$ cat src/logic/adc_host_pkg.sv
// package of timing counts, widths and states for the converter host controller
package adc_host_pkg;
  localparam int CLK_PERIOD_NS = 100;
  localparam int RESULT_W = 10;
  localparam int MSB_W = 6;
  localparam int LSB_W = 4;
  // minimum sample strobe low time, separate-strobe mode
  localparam int SAMPLE_MIN_NS = 250;
  localparam int SAMPLE_CYC = (SAMPLE_MIN_NS + CLK_PERIOD_NS - 1) / CLK_PERIOD_NS;
  // worst-case conversion times
  localparam int CONV_SEP_MAX_NS = 1800;
  localparam int CONV_TIED_MAX_NS = 2400;
  localparam int CONV_SEP_CYC = CONV_SEP_MAX_NS / CLK_PERIOD_NS;
  localparam int CONV_TIED_CYC = CONV_TIED_MAX_NS / CLK_PERIOD_NS;
  // data valid after completion flag falls, tied-strobe mode
  localparam int DATA_VALID_NS = 20;
  localparam int DATA_VALID_CYC = (DATA_VALID_NS + CLK_PERIOD_NS - 1) / CLK_PERIOD_NS;
  // flag release / bus release after read strobe rises
  localparam int RELEASE_NS = 50;
  localparam int RELEASE_CYC = (RELEASE_NS + CLK_PERIOD_NS - 1) / CLK_PERIOD_NS;
  // recovery before next conversion
  localparam int RECOVER_NS = 20;
  localparam int RECOVER_CYC = (RECOVER_NS + CLK_PERIOD_NS - 1) / CLK_PERIOD_NS;
  // extra cycles allowed past worst case before timeout
  localparam int TIMEOUT_SLACK_CYC = 4;
  localparam int CNT_W = 8;
  localparam logic [RESULT_W-1:0] RESULT_RESET = 10'h000;

  typedef enum logic [6:0] {
    ST_IDLE    = 7'h01,
    ST_SAMPLE  = 7'h02,
    ST_CONVERT = 7'h04,
    ST_SETTLE  = 7'h08,
    ST_READ    = 7'h10,
    ST_RELEASE = 7'h20,
    ST_RECOVER = 7'h40
  } host_state_e;
endpackage : adc_host_pkg

$ cat src/logic/cycle_timer.sv
// down-counting cycle timer with load and done flag
`timescale 1ns/10ps
module cycle_timer #(
  parameter int WIDTH = 8
) (
  input wire logic core_clk_in,
  input wire logic sys_rst_in,
  input wire logic load_in,
  input wire logic [WIDTH-1:0] count_in,
  output logic done_out
);
  typedef struct packed {
    logic [WIDTH-1:0] cnt;
    logic done;
  } timer_s;
  timer_s cur;
  timer_s next_cur;

  // load restarts, otherwise count down to zero
  always_comb begin
    next_cur = cur;
    if (load_in) begin
      next_cur.cnt = count_in;
      next_cur.done = 1'b0;
    end else if (cur.cnt != '0) begin
      next_cur.cnt = cur.cnt - 1'b1;
      next_cur.done = (cur.cnt == {{(WIDTH-1){1'b0}}, 1'b1});
    end else begin
      next_cur.done = 1'b1;
    end
  end

  always_ff @(posedge core_clk_in or posedge sys_rst_in) begin
    if (sys_rst_in) begin
      cur <= '0;
    end else begin
      cur <= next_cur;
    end
  end

  assign done_out = cur.done;
endmodule : cycle_timer

$ cat src/logic/adc_host_ctrl.sv
// host controller that starts conversions on the half-flash converter and reads results
//
// Operation
// RL1: device builds 10-bit result: six upper bits, then four lower bits.
// RL2: device coarse estimator picks upper-ladder taps before first flash.
// RL3: device tap window spans one sixteenth beyond estimate, correcting estimator error.
// RL4: device reuses sixteen comparators for second flash on lower ladder.
// RL5: device decodes second flash and latches combined 10-bit result.
// RL6: host holds sample strobe low at least 250 ns in separate mode.
// RL7: device comparators track input while gated sample strobe low.
// RL8: device latches coarse result and starts fine step on strobe rise.
// RL9: completion flag falls within 1.8 us of sample strobe rise.
// RL10: chip select gates sample and read strobes; host drives select low.
// RL11: tied mode: host pulls the combined strobe low to start.
// RL12: tied mode: device samples on falling strobe, internal timer sequences.
// RL13: tied mode: completion flag falls within 2.4 us of strobe fall.
// RL14: tied mode: result bus valid about 20 ns after flag falls.
// RL15: tied mode: bus changes during conversion; host trusts it after flag.
// RL16: completion flag returns high within 50 ns of read strobe rise.
// RL17: data outputs go high impedance within 50 ns of read rise.
// RL18: device ready for next conversion within 20 ns of previous end.
// RL19: data outputs driven only while select and read strobe both low.
`timescale 1ns/10ps
module adc_host_ctrl
  import adc_host_pkg::*;
#(
  parameter int SAMPLE_CYCLES = SAMPLE_CYC,
  parameter int CONV_SEP_CYCLES = CONV_SEP_CYC,
  parameter int CONV_TIED_CYCLES = CONV_TIED_CYC
) (
  input wire logic core_clk_in,
  input wire logic sys_rst_in,
  input wire logic start_in,
  input wire logic tied_mode_in,
  input wire logic done_n_in,
  input wire logic [RESULT_W-1:0] result_bus_in,
  output logic select_n_out,
  output logic sample_n_out,
  output logic read_n_out,
  output logic busy_out,
  output logic result_valid_out,
  output logic timeout_out,
  output logic [RESULT_W-1:0] result_out
);
  typedef struct packed {
    host_state_e state;
    logic tied;
    logic armed;
    logic select_n;
    logic sample_n;
    logic read_n;
    logic busy;
    logic result_valid;
    logic timeout;
    logic [RESULT_W-1:0] result;
  } host_s;

  // registered state and its next value
  host_s cur;
  host_s next_cur;
  // handshake with the shared timer
  logic timer_load;
  logic [CNT_W-1:0] timer_count;
  logic timer_done;

  ////////////////////////////////////////////////////////////////////////////
  // timer loads, cut to the counter width once here
  localparam logic [CNT_W-1:0] LOAD_SAMPLE = CNT_W'(SAMPLE_CYCLES);
  localparam logic [CNT_W-1:0] LOAD_SEP = CNT_W'(CONV_SEP_CYCLES + TIMEOUT_SLACK_CYC);
  localparam logic [CNT_W-1:0] LOAD_TIED = CNT_W'(CONV_TIED_CYCLES + TIMEOUT_SLACK_CYC);
  localparam logic [CNT_W-1:0] LOAD_SETTLE = CNT_W'(DATA_VALID_CYC);
  localparam logic [CNT_W-1:0] LOAD_RELEASE = CNT_W'(RELEASE_CYC);
  localparam logic [CNT_W-1:0] LOAD_RECOVER = CNT_W'(RECOVER_CYC);

  ////////////////////////////////////////////////////////////////////////////
  // shared cycle timer for strobe widths and conversion timeouts
  cycle_timer #(
    .WIDTH(CNT_W)
  ) u_timer (
    .core_clk_in(core_clk_in),
    .sys_rst_in(sys_rst_in),
    .load_in(timer_load),
    .count_in(timer_count),
    .done_out(timer_done)
  );

  ////////////////////////////////////////////////////////////////////////////
  // sequencing of strobes
  always_comb begin
    next_cur = cur;
    // pulses and timer strobes default low
    next_cur.result_valid = 1'b0;
    timer_load = 1'b0;
    timer_count = '0;
    case (cur.state)
      ST_IDLE: begin
        // a start is only taken here; later ones are ignored until the return to ST_IDLE
        if (start_in) begin
          next_cur.tied = tied_mode_in;
          next_cur.armed = 1'b0;
          next_cur.busy = 1'b1;
          next_cur.timeout = 1'b0;
          next_cur.select_n = 1'b0; // select gates strobes [RL10]
          next_cur.sample_n = 1'b0; // strobe low starts sampling [RL6] [RL11]
          timer_load = 1'b1;
          if (tied_mode_in) begin
            // combined strobe: read falls with sample [RL11] [RL12]
            next_cur.read_n = 1'b0;
            timer_count = LOAD_TIED; // [RL13]
            next_cur.state = ST_CONVERT;
          end else begin
            timer_count = LOAD_SAMPLE; // [RL6]
            next_cur.state = ST_SAMPLE;
          end
        end
      end

      ST_SAMPLE: begin
        // hold sample low for the minimum tracking time [RL6] [RL7]
        if (timer_done) begin
          next_cur.sample_n = 1'b1; // rising edge latches coarse step [RL8]
          timer_load = 1'b1;
          timer_count = LOAD_SEP; // [RL9]
          next_cur.state = ST_CONVERT;
        end
      end

      ST_CONVERT: begin
        // a flag still low from an earlier conversion is not taken
        if (done_n_in) begin
          next_cur.armed = 1'b1;
        end
        // wait for completion flag; bus contents ignored until then [RL15]
        if (!done_n_in && cur.armed) begin
          next_cur.read_n = 1'b0;
          timer_load = 1'b1;
          timer_count = LOAD_SETTLE; // [RL14]
          next_cur.state = ST_SETTLE;
        end else if (timer_done) begin
          // give up: strobes and select high
          next_cur.timeout = 1'b1; // flag missed its worst-case time [RL9] [RL13]
          next_cur.sample_n = 1'b1;
          next_cur.read_n = 1'b1;
          next_cur.select_n = 1'b1;
          timer_load = 1'b1;
          timer_count = LOAD_RECOVER;
          next_cur.state = ST_RECOVER;
        end
      end

      ST_SETTLE: begin
        // allow access time before capturing data [RL14]
        if (timer_done) begin
          next_cur.state = ST_READ;
        end
      end

      ST_READ: begin
        // capture the latched 10-bit result [RL1] [RL5]
        next_cur.result = result_bus_in;
        next_cur.result_valid = 1'b1;
        next_cur.read_n = 1'b1;
        next_cur.sample_n = 1'b1;
        timer_load = 1'b1;
        timer_count = LOAD_RELEASE; // [RL16] [RL17]
        next_cur.state = ST_RELEASE;
      end

      ST_RELEASE: begin
        // let flag rise and bus float before deselecting [RL16] [RL17] [RL19]
        if (timer_done) begin
          next_cur.select_n = 1'b1;
          timer_load = 1'b1;
          timer_count = LOAD_RECOVER; // [RL18]
          next_cur.state = ST_RECOVER;
        end
      end

      ST_RECOVER: begin
        // recovery gap before the next conversion [RL18]
        if (timer_done) begin
          next_cur.busy = 1'b0;
          next_cur.state = ST_IDLE;
        end
      end

      default: begin
        next_cur.state = ST_IDLE;
      end
    endcase
  end

  ////////////////////////////////////////////////////////////////////////////
  // state register
  always_ff @(posedge core_clk_in or posedge sys_rst_in) begin
    if (sys_rst_in) begin
      // idle: strobes and select high, nothing captured
      cur.state <= ST_IDLE;
      cur.tied <= 1'b0;
      cur.armed <= 1'b0;
      cur.select_n <= 1'b1;
      cur.sample_n <= 1'b1;
      cur.read_n <= 1'b1;
      cur.busy <= 1'b0;
      cur.result_valid <= 1'b0;
      cur.timeout <= 1'b0;
      cur.result <= RESULT_RESET;
    end else begin
      cur <= next_cur;
    end
  end

  ////////////////////////////////////////////////////////////////////////////
  // outputs straight from the state register
  assign select_n_out = cur.select_n;
  assign sample_n_out = cur.sample_n;
  assign read_n_out = cur.read_n;
  assign busy_out = cur.busy;
  assign result_valid_out = cur.result_valid;
  assign timeout_out = cur.timeout;
  assign result_out = cur.result;
endmodule : adc_host_ctrl

$ cat config.mk
export PLATFORM = sky130hd
export DESIGN_NAME = adc_host_ctrl
export DESIGN_NICKNAME = d
export VERILOG_FILES = /design/src/logic/adc_host_pkg.sv /design/src/logic/cycle_timer.sv /design/src/logic/adc_host_ctrl.sv
export SDC_FILE = /design/constraint.sdc
export NUM_CORES = 1
export LEC_CHECK = 0
export BUFFER_PORTS_ARGS = -buffer_cell sky130_fd_sc_hd__buf_2
export CAP_MARGIN = 20
export CORE_ASPECT_RATIO = 1.2
export CORE_MARGIN = 4
export CORE_UTILIZATION = 40
export DETAILED_ROUTE_END_ITERATION = 8
export PLACE_DENSITY_LB_ADDON = 0.05
export SKIP_LAST_GASP = 1
export SYNTH_ARGS = -nofsm -noshare
export SYNTH_HDL_FRONTEND = slang
export SYNTH_SLANG_ARGS = --single-unit
$ cat constraint.sdc
create_clock -name core_clk_in -period 1.8 [get_ports core_clk_in]
set_input_delay 0.27 -clock core_clk_in [delete_from_list [all_inputs] [get_ports core_clk_in]]
set_output_delay 0.27 -clock core_clk_in [all_outputs]
set_load 0.005 [all_outputs]
---- Word-level counts from Yosys, hierarchy flattened ----
Index checks and enable logic that the tools add are counted.
storage, ports and cells
  flip-flop bits (word level) ............. 34
  input bits .............................. 15
  output and inout port bits .............. 16
  logic and storage cells ................. 86
operators by class
  add/sub/neg operators ................... 1
  eq/ne operators ......................... 18
  muxes and demuxes ....................... 37
  reductions and logical operators ........ 18
operators with widths
  cell                                                 count
  case mux 7 bit (7 select lines)                      1
  case mux 8 bit (5 select lines)                      1
  two-way mux 7 bit                                    5
  two-way mux 8 bit                                    2
  two-way mux 1 bit                                    14
  two-way mux 13 bit                                   1
  AND reduction 4 bit                                  3
  two-way mux 5 bit                                    2
  != test 2 x 1 -> 1 bit, second input constant        5
  AND reduction 5 bit                                  2
  two-way mux 9 bit                                    1
  equality test 8 x 1 -> 1 bit, second input constant  1
  != test 2 bit, second input constant                 4
  case mux 1 bit (4 select lines)                      2
  nonzero test 8 bit                                   1
  subtractor 8 x 1 -> 8 bit, second input constant     1
  equality test 7 x 1 -> 1 bit, second input constant  1
  equality test 7 x 2 -> 1 bit, second input constant  1
  equality test 7 x 3 -> 1 bit, second input constant  1
  equality test 7 x 4 -> 1 bit, second input constant  1
  equality test 7 x 5 -> 1 bit, second input constant  1
  equality test 7 x 6 -> 1 bit, second input constant  1
  equality test 7 bit, second input constant           1
  two-way mux 3 bit                                    2
  12 further kinds                                     19

---- Logic depth before layout (Yosys ltp) ----
Gate-level depths: netlist of the first run.
  word-level depth ........................ 5
  depth in mapped cells ................... 6
  depth with buffers taken out ............ 6

---- Cells and area by module ----
From an unflattened synthesis of the first run, not the netlist that was laid out.
second synthesis, totals
  cell total of the unflattened synthesis .. 206
  area total of the unflattened synthesis .. 1,954.4 um2
by module, submodules not included
  module         instances  cells an instance  area each (um2)  sequential area each (um2)
  adc_host_ctrl  1          141                1,375.1          605.6
  cycle_timer    1          65                 579.3            225.2

---- Worst setup path after synthesis of the first run ----
OpenSTA, ideal clock, no wires.
  path kind ............................... flip-flop to flip-flop
  start point ............................. register cur[24] (netlist name)
  end point ............................... register cur, in the netlist result_out[0]
  setup time .............................. 0.125 ns
  data arrival time ....................... 1.645 ns
  data required time ...................... 1.675 ns
  slack ................................... 0.030 ns
  cell stages (with the launch flop) ...... 7
  buffers on the path ..................... 3
  period minus slack after synthesis ...... 1.770 ns
  cells stage by stage .................... dfrtp_1 buf_6 or3_1 buf_6 nor4_4 buf_4 mux2_2
between the ends
  cells in the longest elaborated chain, start to end .. 1
ends and longest elaborated chain
  element                       RTL line              source
  start: declaration            adc_host_ctrl.sv:59   host_s cur;
  start signal: assignment      adc_host_ctrl.sv:209  cur <= next_cur;
  equality test 7 x 5 -> 1 bit  adc_host_ctrl.sv:95   case (cur.state)
Every way passes these cells.
A chain may end at the register's enable or synchronous reset.

---- Final worst setup path of the first run ----
  start point ............................. register cur[18] (netlist name)
  end point ............................... register u_timer.cur[3] (netlist name)
between the ends
  cells in the longest elaborated chain, start to end .. 4
ends and longest elaborated chain
  element                                                                       RTL line             source
  equality test 7 x 6 -> 1 bit or equality test 7 x 2 -> 1 bit (tied branches)  adc_host_ctrl.sv:95
  OR reduction 2 bit (no source line)                                           -
  case mux 1 bit (4 select lines)                                               adc_host_ctrl.sv:95
  two-way mux 9 bit or nonzero test 2 bit (tied branches)                       -
  end signal: assignment                                                        cycle_timer.sv:37    cur <= next_cur;
  end: declaration                                                              cycle_timer.sv:16    timer_s cur;
Several ways; a longest one is shown, not always the timed one.

==> flow_metrics.tcl, run 1 <==
set metrics [dict create \
    die_x_um 71.4 \
    tightest_slew_ps 495 \
    finalNetCount 238 \
    routabilityCongestion 0.796 \
    start_kind "flip-flop" \
    wl_per_cell_um 15.8 \
    outcome "finished clean" \
    port_buffers 30 \
    clock-sinks 33 \
    drt_wl_total_mm 4.41 \
    synth_compound_area_share_pct 17.8 \
    seq_area_um2 831 \
    postCtsHoldBufs 0 \
    timing.final.crit_share_pct 98.1 \
    min_path_type "input port to asynchronous set/reset pin" \
    grt_first_pass_wirelength_mm 7.57 \
    cts_tree "yes" \
    core_area_mm2 0.00463 \
    overflow 0 \
    comb_power_share_pct 51.3 \
    synthSimpleGateAreaFrac_pct 19.1 \
    synth.cells.most_frequent "dfrtp_1 (29), nor2_1 (14), buf_4 (12), mux2_2 (10), nand2_1 (10)" \
    cts_max_level 2 \
    fillers 438 \
    p_sw_share_pct 38.9 \
    numCtsBuffers 5 \
    ys_top_cells_by_area "dfrtp_1 (38%), mux2_2 (5.8%), dfstp_2 (5.5%)" \
    start_util_pct 41.7 \
    rows 27 \
    ys_seq_elements 33 \
    die_area_mm2 0.00600 \
    p_per_area_mw_per_mm2 1460 \
    netlist_instances 177 \
    drtIter0Drc 54 \
    drv_slew 0 \
    die_y_um 84.1 \
    r2r_setup_slack_ps 30 \
    synth_adder_area_share_pct 1.30 \
    grt_use_total_pct 15.9 \
    yosysSeqAreaShare_pct 43.1 \
    clockPowerShare_pct 15.6 \
    synth.largest_area_cell "dfrtp_1" \
    crit_type "flip-flop to flip-flop" \
    p_seq_share_pct 33.1 \
    power_mw 3.43 \
    dp_hpwl_mm 3.32 \
    io_pins 31 \
    endpoint_kind "flip-flop" \
    p_int_mw 2.09 \
    vias 1510 \
    antenna_found_initial 0 \
    drc 0 \
    async_flop_share_pct 100 \
    cts-root-buf "clkbuf_8" \
    fin_skew_ps 9.85 \
    ant_nets 0 \
    worstRegToRegCells 5 \
    clkSlewWorstSetupHoldPaths_ps 80 \
    area_growth_pct 21.5 \
    synth_top_area_share_pct 37.6 \
    finalSetupTns_ps 0 \
    vias_per_cell 5.39 \
    drv_cap 0 \
    grt_pass1_vias 1573 \
    cts_buffer_depth 2 \
    fin_util_pct 50.6 \
    synth_edf_count 0 \
    p_switching_mw 1.33 \
    muxShareOfSynthArea_pct 6.88 \
    synth-main-ff-cell "dfrtp_1" \
    synth_top_family_by_area "simple AND/OR/NAND/NOR gates" \
    finalCriticalPeriod_ps 1770 \
    p_leak_nw 1.10 \
    grt_max_degree 34 \
    required_ps 2000 \
    firstDrtPassIters 4 \
    synth_xor_area_share_pct 3.18 \
    syn_nets 194 \
    relSlewSlack_pct 66.7 \
    fmax_mhz 566 \
    rsz0062_at_grt "true" \
    syn_area_per_cell_um2 10.9 \
    clk_latency_ps 280 \
    setup_violations 0 \
    drive_gt1_share_pct 44.6 \
    multi_input_area_um2 970 \
    worstPathMaxFanout 10 \
    ir_drop_uv 765 \
    yosysMostFrequentCell "dfrtp_1" \
    diodes 0 \
    synth-warning-count 0 \
    arrival_ps 1970 \
    syn_area_mm2 0.00193 \
    hold_viol_final 0 \
    netlist-cell-type-count 52 \
]
==> critical path: stages (launching register included) <==
cell,delay (ps)
dfstp_2,530
buf_4,160
nand3b_1,170
a211oi_2,110
or4_1,520
a21oi_1,190
==> layer usage <==
metal / vias up / routed length (um) / track usage [%]
met5: - / 0 / 0
met4: 0 / 55 / 5.98
met3: 4 / 145 / 3.37
met2: 29 / 2370 / 27.6
met1: 749 / 1850 / 18.9
li1: 728 / - / -
==> cell families after synthesis <==
group           after synthesis
flops                        33
simple gates                 59
compound gates               37
xor+xnor                      7
fa+ha+maj                     2
mux                          12
buf+inv                      27
==> worst paths after layout <==
path / start / end
worst max-delay path: cur[18] / u_timer.cur[3]
worst max register to register: cur[18] / u_timer.cur[3]
min in group core_clk_in: tied_mode_in / read_n_out
worst min register to register: timeout_out / timeout_out
worst min-delay path: sys_rst_in / cur[19]
max in group asynchronous: sys_rst_in / select_n_out
==> stage by stage <==
| stage | worst slack (ps) | std cells | instance area [um^2] | hold slack, ps |
|---|---|---|---|---|
| finish | 34.7 | 280 | 2340 | 71.3 |
| global route | -32.5 | 280 | 2340 | 93.7 |
| CTS | -16.3 | 279 | 2300 | 75.0 |
| detailed placement | -52.9 | 269 | 2190 | 382 |
| global placement | -45.2 | 269 | 2190 | 377 |
| floorplan | 30.2 | 177 | 1930 | 327 |
==> repair_timing <==
action	CTS	global route
setup buffers	2	1
resized for setup	3	6
endpoints found under the setup margin	13	25
pin swaps	2	2
==> area by class of cell <==
type                    instances  share of cell area (%)
flip-flops and latches         33                    35.5
well taps                      58                    3.10
clock buffers                   5                    2.94
multi-input cells             117                    41.4
clock inverters                 3                   0.748
repair buffers                 57                    15.2
inverters                       7                    1.12
==> layout by cell type (no fill, tap or decap), types with 3 or more instances in the layout <==
cell | synthesis | routed
buf_2 | 4 | 30
dfrtp_1 | 29 | 29
buf_4 | 12 | 26
nor2_1 | 14 | 13
nand2_1 | 10 | 10
mux2_2 | 10 | 9
inv_1 | 7 | 7
nand3b_1 | 5 | 5
xnor2_1 | 5 | 5
clkbuf_8 | 0 | 5
dfstp_2 | 4 | 4
o21ai_0 | 3 | 3
o211ai_1 | 3 | 3
nand2b_1 | 3 | 3
a211oi_2 | 4 | 3
a211oi_1 | 3 | 3
nor3_1 | 3 | 3
a32o_1 | 3 | 3
a21oi_1 | 3 | 3
==> power by group through the flow <==
stage | Sequential (mW) | Combinational, mW | Clock [mW]
after global routing | 1.16 | 1.94 | 0.601
after detailed placement | 1.14 | 1.66 | 0
after floorplan | 1.12 | 1.20 | 0
final | 1.13 | 1.76 | 0.535
after global placement | 1.13 | 1.64 | 0
after CTS | 1.13 | 1.70 | 0.558
==> sequential cells by signal, summed over array words and instances, names as in the netlist <==
signal            count
result_out           10
cur                   8
u_timer.cur           8
busy_out              1
read_n_out            1
result_valid_out      1
sample_n_out          1
select_n_out          1
timeout_out           1
u_timer.done_out      1
Note: power is estimated with default switching activity, not from simulation.
==> run 2, diff against run 1 <==
--- a/config.mk
+++ b/config.mk
@@ -15,4 +15,5 @@
 export SKIP_LAST_GASP = 1
 export SYNTH_ARGS = -nofsm -noshare
 export SYNTH_HDL_FRONTEND = slang
+export SYNTH_HIERARCHICAL = 1
 export SYNTH_SLANG_ARGS = --single-unit
==> run 2 against run 1 <==
The flow now finishes with violations (setup timing). Global-route usage rose by 2.0 points. Clock skew shrank 3.4 ps. Fmax fell by 6.5%. Critical path type unchanged. Largest cell class unchanged.
==> flow_metrics.tcl, run 2 <==
set metrics [dict create \
    outcome "finished with violations" \
    violations "setup timing" \
    min_path_type "input port to flip-flop" \
    rows 27 \
    hold_viol_final 0 \
    layout_setup_ws_ps -89.0 \
    fmax_mhz 529 \
    async_flop_share_pct 100 \
    fin_area_mm2 0.00249 \
    fin_skew_ps 6.44 \
    die_y_um 84.6 \
    seq_area_um2 832 \
    grt_use_total_pct 17.9 \
    rsz0062_at_grt "true" \
    top_layer "met4" \
    antenna_found_initial 0 \
    syn_area_per_cell_um2 9.49 \
    multi_input_area_mm2 0.00100 \
    ys_top_cells_by_area "dfrtp_1 (37%), mux2_2 (5.8%), dfstp_2 (5.4%)" \
    p_per_area_mw_per_mm2 1370 \
    cts_max_level 2 \
    grt_pass1_vias 1760 \
    synth_top_area_share_pct 37.1 \
    port_buffers 30 \
    wl_met1_mm 2.08 \
    vias_per_cell 5.40 \
    ir_drop_uv 805 \
    synth-warning-count 6 \
    synth.largest_area_cell "dfrtp_1" \
    crit_type "flip-flop to flip-flop" \
    relSlewSlack_pct 66.0 \
    synth-main-ff-cell "dfrtp_1" \
    syn_area_mm2 0.00195 \
    required_ps 1970 \
    firstDrtPassIters 4 \
    clk_latency_ps 290 \
    overflow 0 \
    netlist-cell-type-count 55 \
    drtIter0Drc 66 \
    arrival_ps 2060 \
    die_x_um 71.8 \
    endpoint_kind "flip-flop" \
    start_util_pct 41.9 \
    ant_nets 0 \
    diodes 0 \
    core_area_mm2 0.00466 \
    routabilityCongestion 0.844 \
    clock-sinks 33 \
    wl_met3_um 156 \
    wl_per_cell_um 15.8 \
    mostFrequentLayoutCells "buf_4 (35), buf_2 (31), dfrtp_1 (28)" \
    worstPathMaxFanout 5 \
    wl_met2_mm 2.63 \
    fillers 443 \
    drt_wl_total_mm 5.07 \
    cts-root-buf "clkbuf_8" \
    grt_max_degree 25 \
    finalCriticalPeriod_ps 1890 \
    yosysSeqAreaShare_pct 42.5 \
    drc 0 \
    drv_slew 0 \
    die_area_mm2 0.00607 \
    ys_seq_elements 33 \
    numCtsBuffers 5 \
    dp_hpwl_mm 3.93 \
    p_leak_nw 1.20 \
    area_growth_pct 27.3 \
    synth.cells.most_frequent "dfrtp_1 (29), nor3_1 (17), nand2_1 (12), nor2_1 (12)" \
    largest_reg_flops 10 \
    start_kind "flip-flop" \
    power_mw 3.41 \
    drv_cap 0 \
    yosysMostFrequentCell "dfrtp_1" \
    layout_commonest_cell "buf_4" \
    clkSlewWorstSetupHoldPaths_ps 70 \
    finalNetCount 280 \
    cts_buffer_depth 2 \
    drive_gt1_share_pct 40.3 \
    cts_tree "yes" \
    timing.final.crit_share_pct 105 \
    synth_edf_count 0 \
    vias 1732 \
    setup_violations 7 \
    place_area_mm2 0.00232 \
    io_pins 31 \
    netlist_instances 206 \
    tightest_slew_ps 507 \
    grt_first_pass_wirelength_mm 8.54 \
    fin_util_pct 53.4 \
]
run 2: cell count changes after synthesis, moves of 3 or more:
| cell | previous run | this run |
|---|---|---|
| o21ai_0 | 3 | 9 |
| nor3_1 | 3 | 17 |
| clkbuf_1 | 2 | 5 |
| a211oi_2 | 4 | 0 |
| and2_1 | 0 | 4 |
| nand3_1 | 3 | 7 |
| o211ai_1 | 3 | 0 |
| nand3b_1 | 5 | 1 |
| nor2b_1 | 2 | 5 |
| a21oi_1 | 3 | 8 |
| inv_1 | 7 | 10 |
run 2: cell type report:
| type | instances | area share [%] |
|---|---|---|
| multi-input combinational | 143 | 40.4 |
| sequential | 33 | 33.4 |
| timing repair buffer | 69 | 18.5 |
| clock buffer | 6 | 2.92 |
| tap | 58 | 2.92 |
| inverter | 10 | 1.51 |
| clock inverter | 2 | 0.402 |
run 2: cells by family (layout without fill, tap and decap cells):
| kind of cell | Yosys count | in the layout | share of synthesized area, % |
|---|---|---|---|
| muxes | 10 | 10 | 5.76 |
| buffers and inverters | 32 | 87 | 9.15 |
| DFF | 33 | 33 | 42.5 |
| xor gates and xnor gates | 4 | 4 | 1.79 |
| adders and majority gates | 3 | 3 | 1.92 |
| and+or+nand+nor | 82 | 82 | 24.2 |
| other | 1 | 3 | 0.192 |
| AOI/OAI and AO/OA | 41 | 41 | 14.5 |
run 2: what timing repair did:
item,in CTS,in global routing
setup buffers,3,0
hold buffers,1,0
setup endpoints to repair,9,9
pin swaps,4,3
hold endpoints to repair,9,0
cloned,1,0
resized for setup,10,3
run 2: layer usage:
metal | up-vias | track usage [%]
met2 | 46 | 30.1
met5 | - | 0
met3 | 23 | 3.71
met4 | 0 | 10.1
li1 | 839 | -
met1 | 824 | 20.8
run 2: worst paths after layout:
check / start / end / slack [ps] / cells after the start
max in group asynchronous: sys_rst_in / cur[18] / 920 / 4
hold reg to reg: timeout_out / timeout_out / 480 / 2
setup / recovery: cur[23] / u_timer/cur[6] / -90 / 6
setup reg to reg: cur[23] / u_timer/cur[6] / -90 / 6
min in group asynchronous: sys_rst_in / u_timer/cur[8] / 500 / 3
hold / removal: tied_mode_in / read_n_out / 210 / 2
run 2: where the power goes:
group / total (mW) / internal (mW) / switching (mW)
Sequential: 1.10 / 0.917 / 0.182
Combinational: 1.76 / 0.856 / 0.903
Clock: 0.551 / 0.268 / 0.283
Total: 3.41 / 2.04 / 1.37
run 2: through the flow:
step                setup TNS, ps  setup slack (ps)  hold WS, ps  std cells
detailed placement           -842              -156          278        308
CTS                          -409              -129          207        321
global placement             -748              -155          268        308
finish                       -200             -89.0          214        321
floorplan                    -992              -215         97.9        208
global route                 -920              -175          216        321
run 2: worst max-delay path, cell delays in order, from the launching register on:
cell and delay, ps:
dfrtp_2 430, or3_4 380, or3_4 360, o21ai_4 140, buf_6 130, nor3_2 40, a221o_1 300
==> run 3, diff against run 2 <==
--- a/config.mk
+++ b/config.mk
@@ -7,12 +7,11 @@
 export LEC_CHECK = 0
 export BUFFER_PORTS_ARGS = -buffer_cell sky130_fd_sc_hd__buf_2
 export CAP_MARGIN = 20
-export CORE_ASPECT_RATIO = 1.2
+export CORE_ASPECT_RATIO = 1.4
 export CORE_MARGIN = 4
 export CORE_UTILIZATION = 40
 export DETAILED_ROUTE_END_ITERATION = 8
 export PLACE_DENSITY_LB_ADDON = 0.05
-export SKIP_LAST_GASP = 1
 export SYNTH_ARGS = -nofsm -noshare
 export SYNTH_HDL_FRONTEND = slang
 export SYNTH_HIERARCHICAL = 1
==> run 3 against run 2 <==
Wire length down 0.39%. Largest cell class unchanged. The flow still finishes with violations (setup timing). Design area is 2.3% higher. Setup slack lost 37 ps. Largest power group unchanged. Die area grew 0.18%. Clock skew increased by 1.5 ps. Power up 6.1%. Non-clock buffer count is 1 lower. Fmax down 1.9%. Critical path type unchanged. Utilization grew 1.4 points. Critical path depth stayed put. Combinational power is essentially flat. Sequential cell count did not move.
==> flow_metrics.tcl, run 3 (synthesized netlist as in run 2, its figures left out) <==
set metrics [dict create \
    antenna_found_initial 0 \
    area_growth_pct 30.2 \
    drc 0 \
    seq_area_um2 832 \
    cts_max_level 2 \
    grt.busiest_layer "met2" \
    cpMaxStageDelayCell "dfrtp_1" \
    firstDrtPassIters 4 \
    largest_reg_flops 10 \
    dpl.cell_count 312 \
    r2r_start "cur[21]" \
    p_switching_mw 1.40 \
    min_path_type "input port to flip-flop" \
    clockPowerShare_pct 20.1 \
    crit_type "flip-flop to flip-flop" \
    worstSetupEndpoint "u_timer/cur[6]" \
    io_pins 31 \
    worstRegToRegCells 6 \
    rsz0062_at_grt "true" \
    cts_buffer_depth 2 \
    cts-root-buf "clkbuf_8" \
    mostFrequentLayoutCells "buf_4 (32), buf_2 (31), dfrtp_1 (28)" \
    drt_wl_total_mm 5.05 \
    routabilityCongestion 0.956 \
    wl_per_cell_um 15.6 \
    tightest_slew_ps 562 \
    p_per_area_mw_per_mm2 1420 \
    numCtsBuffers 5 \
    clkSlewWorstSetupHoldPaths_ps 80 \
    vias 1745 \
    worstSetupStartpoint "cur[21]" \
    endpoint_kind "flip-flop" \
    die_x_um 67.1 \
    finalNetCount 279 \
    grt_first_pass_wirelength_mm 8.03 \
    drtIter0Drc 99 \
    crit_chain "or3_4, or3_4, o21ai_4, buf_6, nor3_2, a221o_1" \
    grt_max_degree 25 \
    clk_latency_ps 300 \
    drv_cap 0 \
    relSlewSlack_pct 62.3 \
    die_y_um 90.7 \
    core_area_mm2 0.00464 \
    fillers 437 \
    drv_slew 0 \
    clock-sinks 33 \
    drive_gt1_share_pct 42.7 \
    setup_violations 6 \
    diodes 0 \
    p_seq_share_pct 30.8 \
    grt_pass1_vias 1710 \
    start_kind "flip-flop" \
    multi_input_area_mm2 0.00102 \
    p_int_mw 2.21 \
    required_ps 1990 \
    start_util_pct 42.1 \
    arrival_ps 2110 \
    p_sw_share_pct 38.8 \
    grt_use_total_pct 17.2 \
    overflow 0 \
    outcome "finished with violations" \
    hold_viol_final 0 \
    dp_hpwl_mm 3.68 \
    cpPeakStageDelay_ps 440 \
    rows 29 \
    cts_tree "yes" \
    fin_cells 324 \
    violations "setup timing" \
    r2r_setup_slack_ps -130 \
    worstPathMaxFanout 5 \
    die_area_mm2 0.00608 \
    p_leak_nw 1.22 \
    ant_nets 0 \
    fmax_mhz 519 \
    cpMostUsedCell "or3_4" \
    fin_area_mm2 0.00254 \
    port_buffers 30 \
    use_met2_pct 27.9 \
    r2r-end "u_timer/cur[6]" \
    vias_per_cell 5.39 \
    ir_drop_uv 765 \
    fin_skew_ps 7.91 \
    timing.final.crit_share_pct 107 \
    layout_setup_ws_ps -126 \
    grtUsageMet1_pct 21.4 \
    layout_commonest_cell "buf_4" \
    place_area_mm2 0.00232 \
    comb_power_share_pct 49.1 \
    finalCriticalPeriod_ps 1930 \
    grt_util_met3_pct 3.74 \
]
==> run 3: timing repair <==
item / 4_1_cts / 5_1_grt
buffers inserted: 2 / 0
resized for setup: 10 / 12
gates cloned: 1 / 0
endpoints found under the hold margin: 9 / 0
hold buffers: 1 / 0
endpoints found under the setup margin: 19 / 20
pin swaps: 2 / 2
==> run 3: stage by stage <==
step                setup WS (ps)  utilization, %  setup TNS, ps  hold slack, ps  power, mW
finish                       -126            54.8           -333             199       3.62
global route                 -171            54.8          -1220             191       3.85
CTS                          -113            53.8           -344             184       3.50
detailed placement           -235            50.0          -1310             266       2.70
global placement             -137            50.0           -539             262       2.64
floorplan                    -215               -           -992            97.9       2.11
==> run 3: final cells by class <==
cell class | count | area share (%)
Clock buffer | 5 | 2.70
Multi-Input combinational cell | 143 | 40.2
Tap cell | 62 | 3.05
Clock inverter | 3 | 1.82
Sequential cell | 33 | 32.7
Inverter | 10 | 1.47
Timing Repair Buffer | 68 | 18.0
==> run 3: worst min-delay path by stage <==
stage | cells after the start | startpoint | slack (ps) | to
floorplan | 1 | sys_rst_in | 100 | u_timer/cur[1]
global placement | 2 | sys_rst_in | 260 | u_timer/cur[5]
detailed placement | 2 | sys_rst_in | 270 | u_timer/cur[3]
CTS | 2 | tied_mode_in | 180 | read_n_out
global route | 2 | result_bus_in[8] | 190 | result_out[8]
finish | 2 | tied_mode_in | 200 | read_n_out
==> run 3: power groups by stage <==
stage                     Clock, mW  Combinational, mW  Sequential [mW]
after global placement            0               1.55             1.10
after floorplan                   0               1.04             1.07
after detailed placement          0               1.59             1.11
after global routing          0.777               1.93             1.14
final                         0.727               1.77             1.11
after CTS                     0.747               1.66             1.10
==> run 3: worst max-delay path, delay by kind of cell (launching register included) <==
kind / cells / cell delay (ps)
AND/OR/NAND/NOR: 3 / 790
flip-flops: 1 / 440
buffers and inverters: 1 / 140
AO/OA/AOI/OAI: 2 / 450
==> run 3: metal layers <==
layer | wire (um) | share of wire [%] | up-vias
met2 | 2560 | 51 | 53
met3 | 228 | 4.5 | 11
li1 | - | - | 835
met1 | 2140 | 42 | 846
met4 | 118 | 2.3 | 0
met5 | 0 | 0 | -
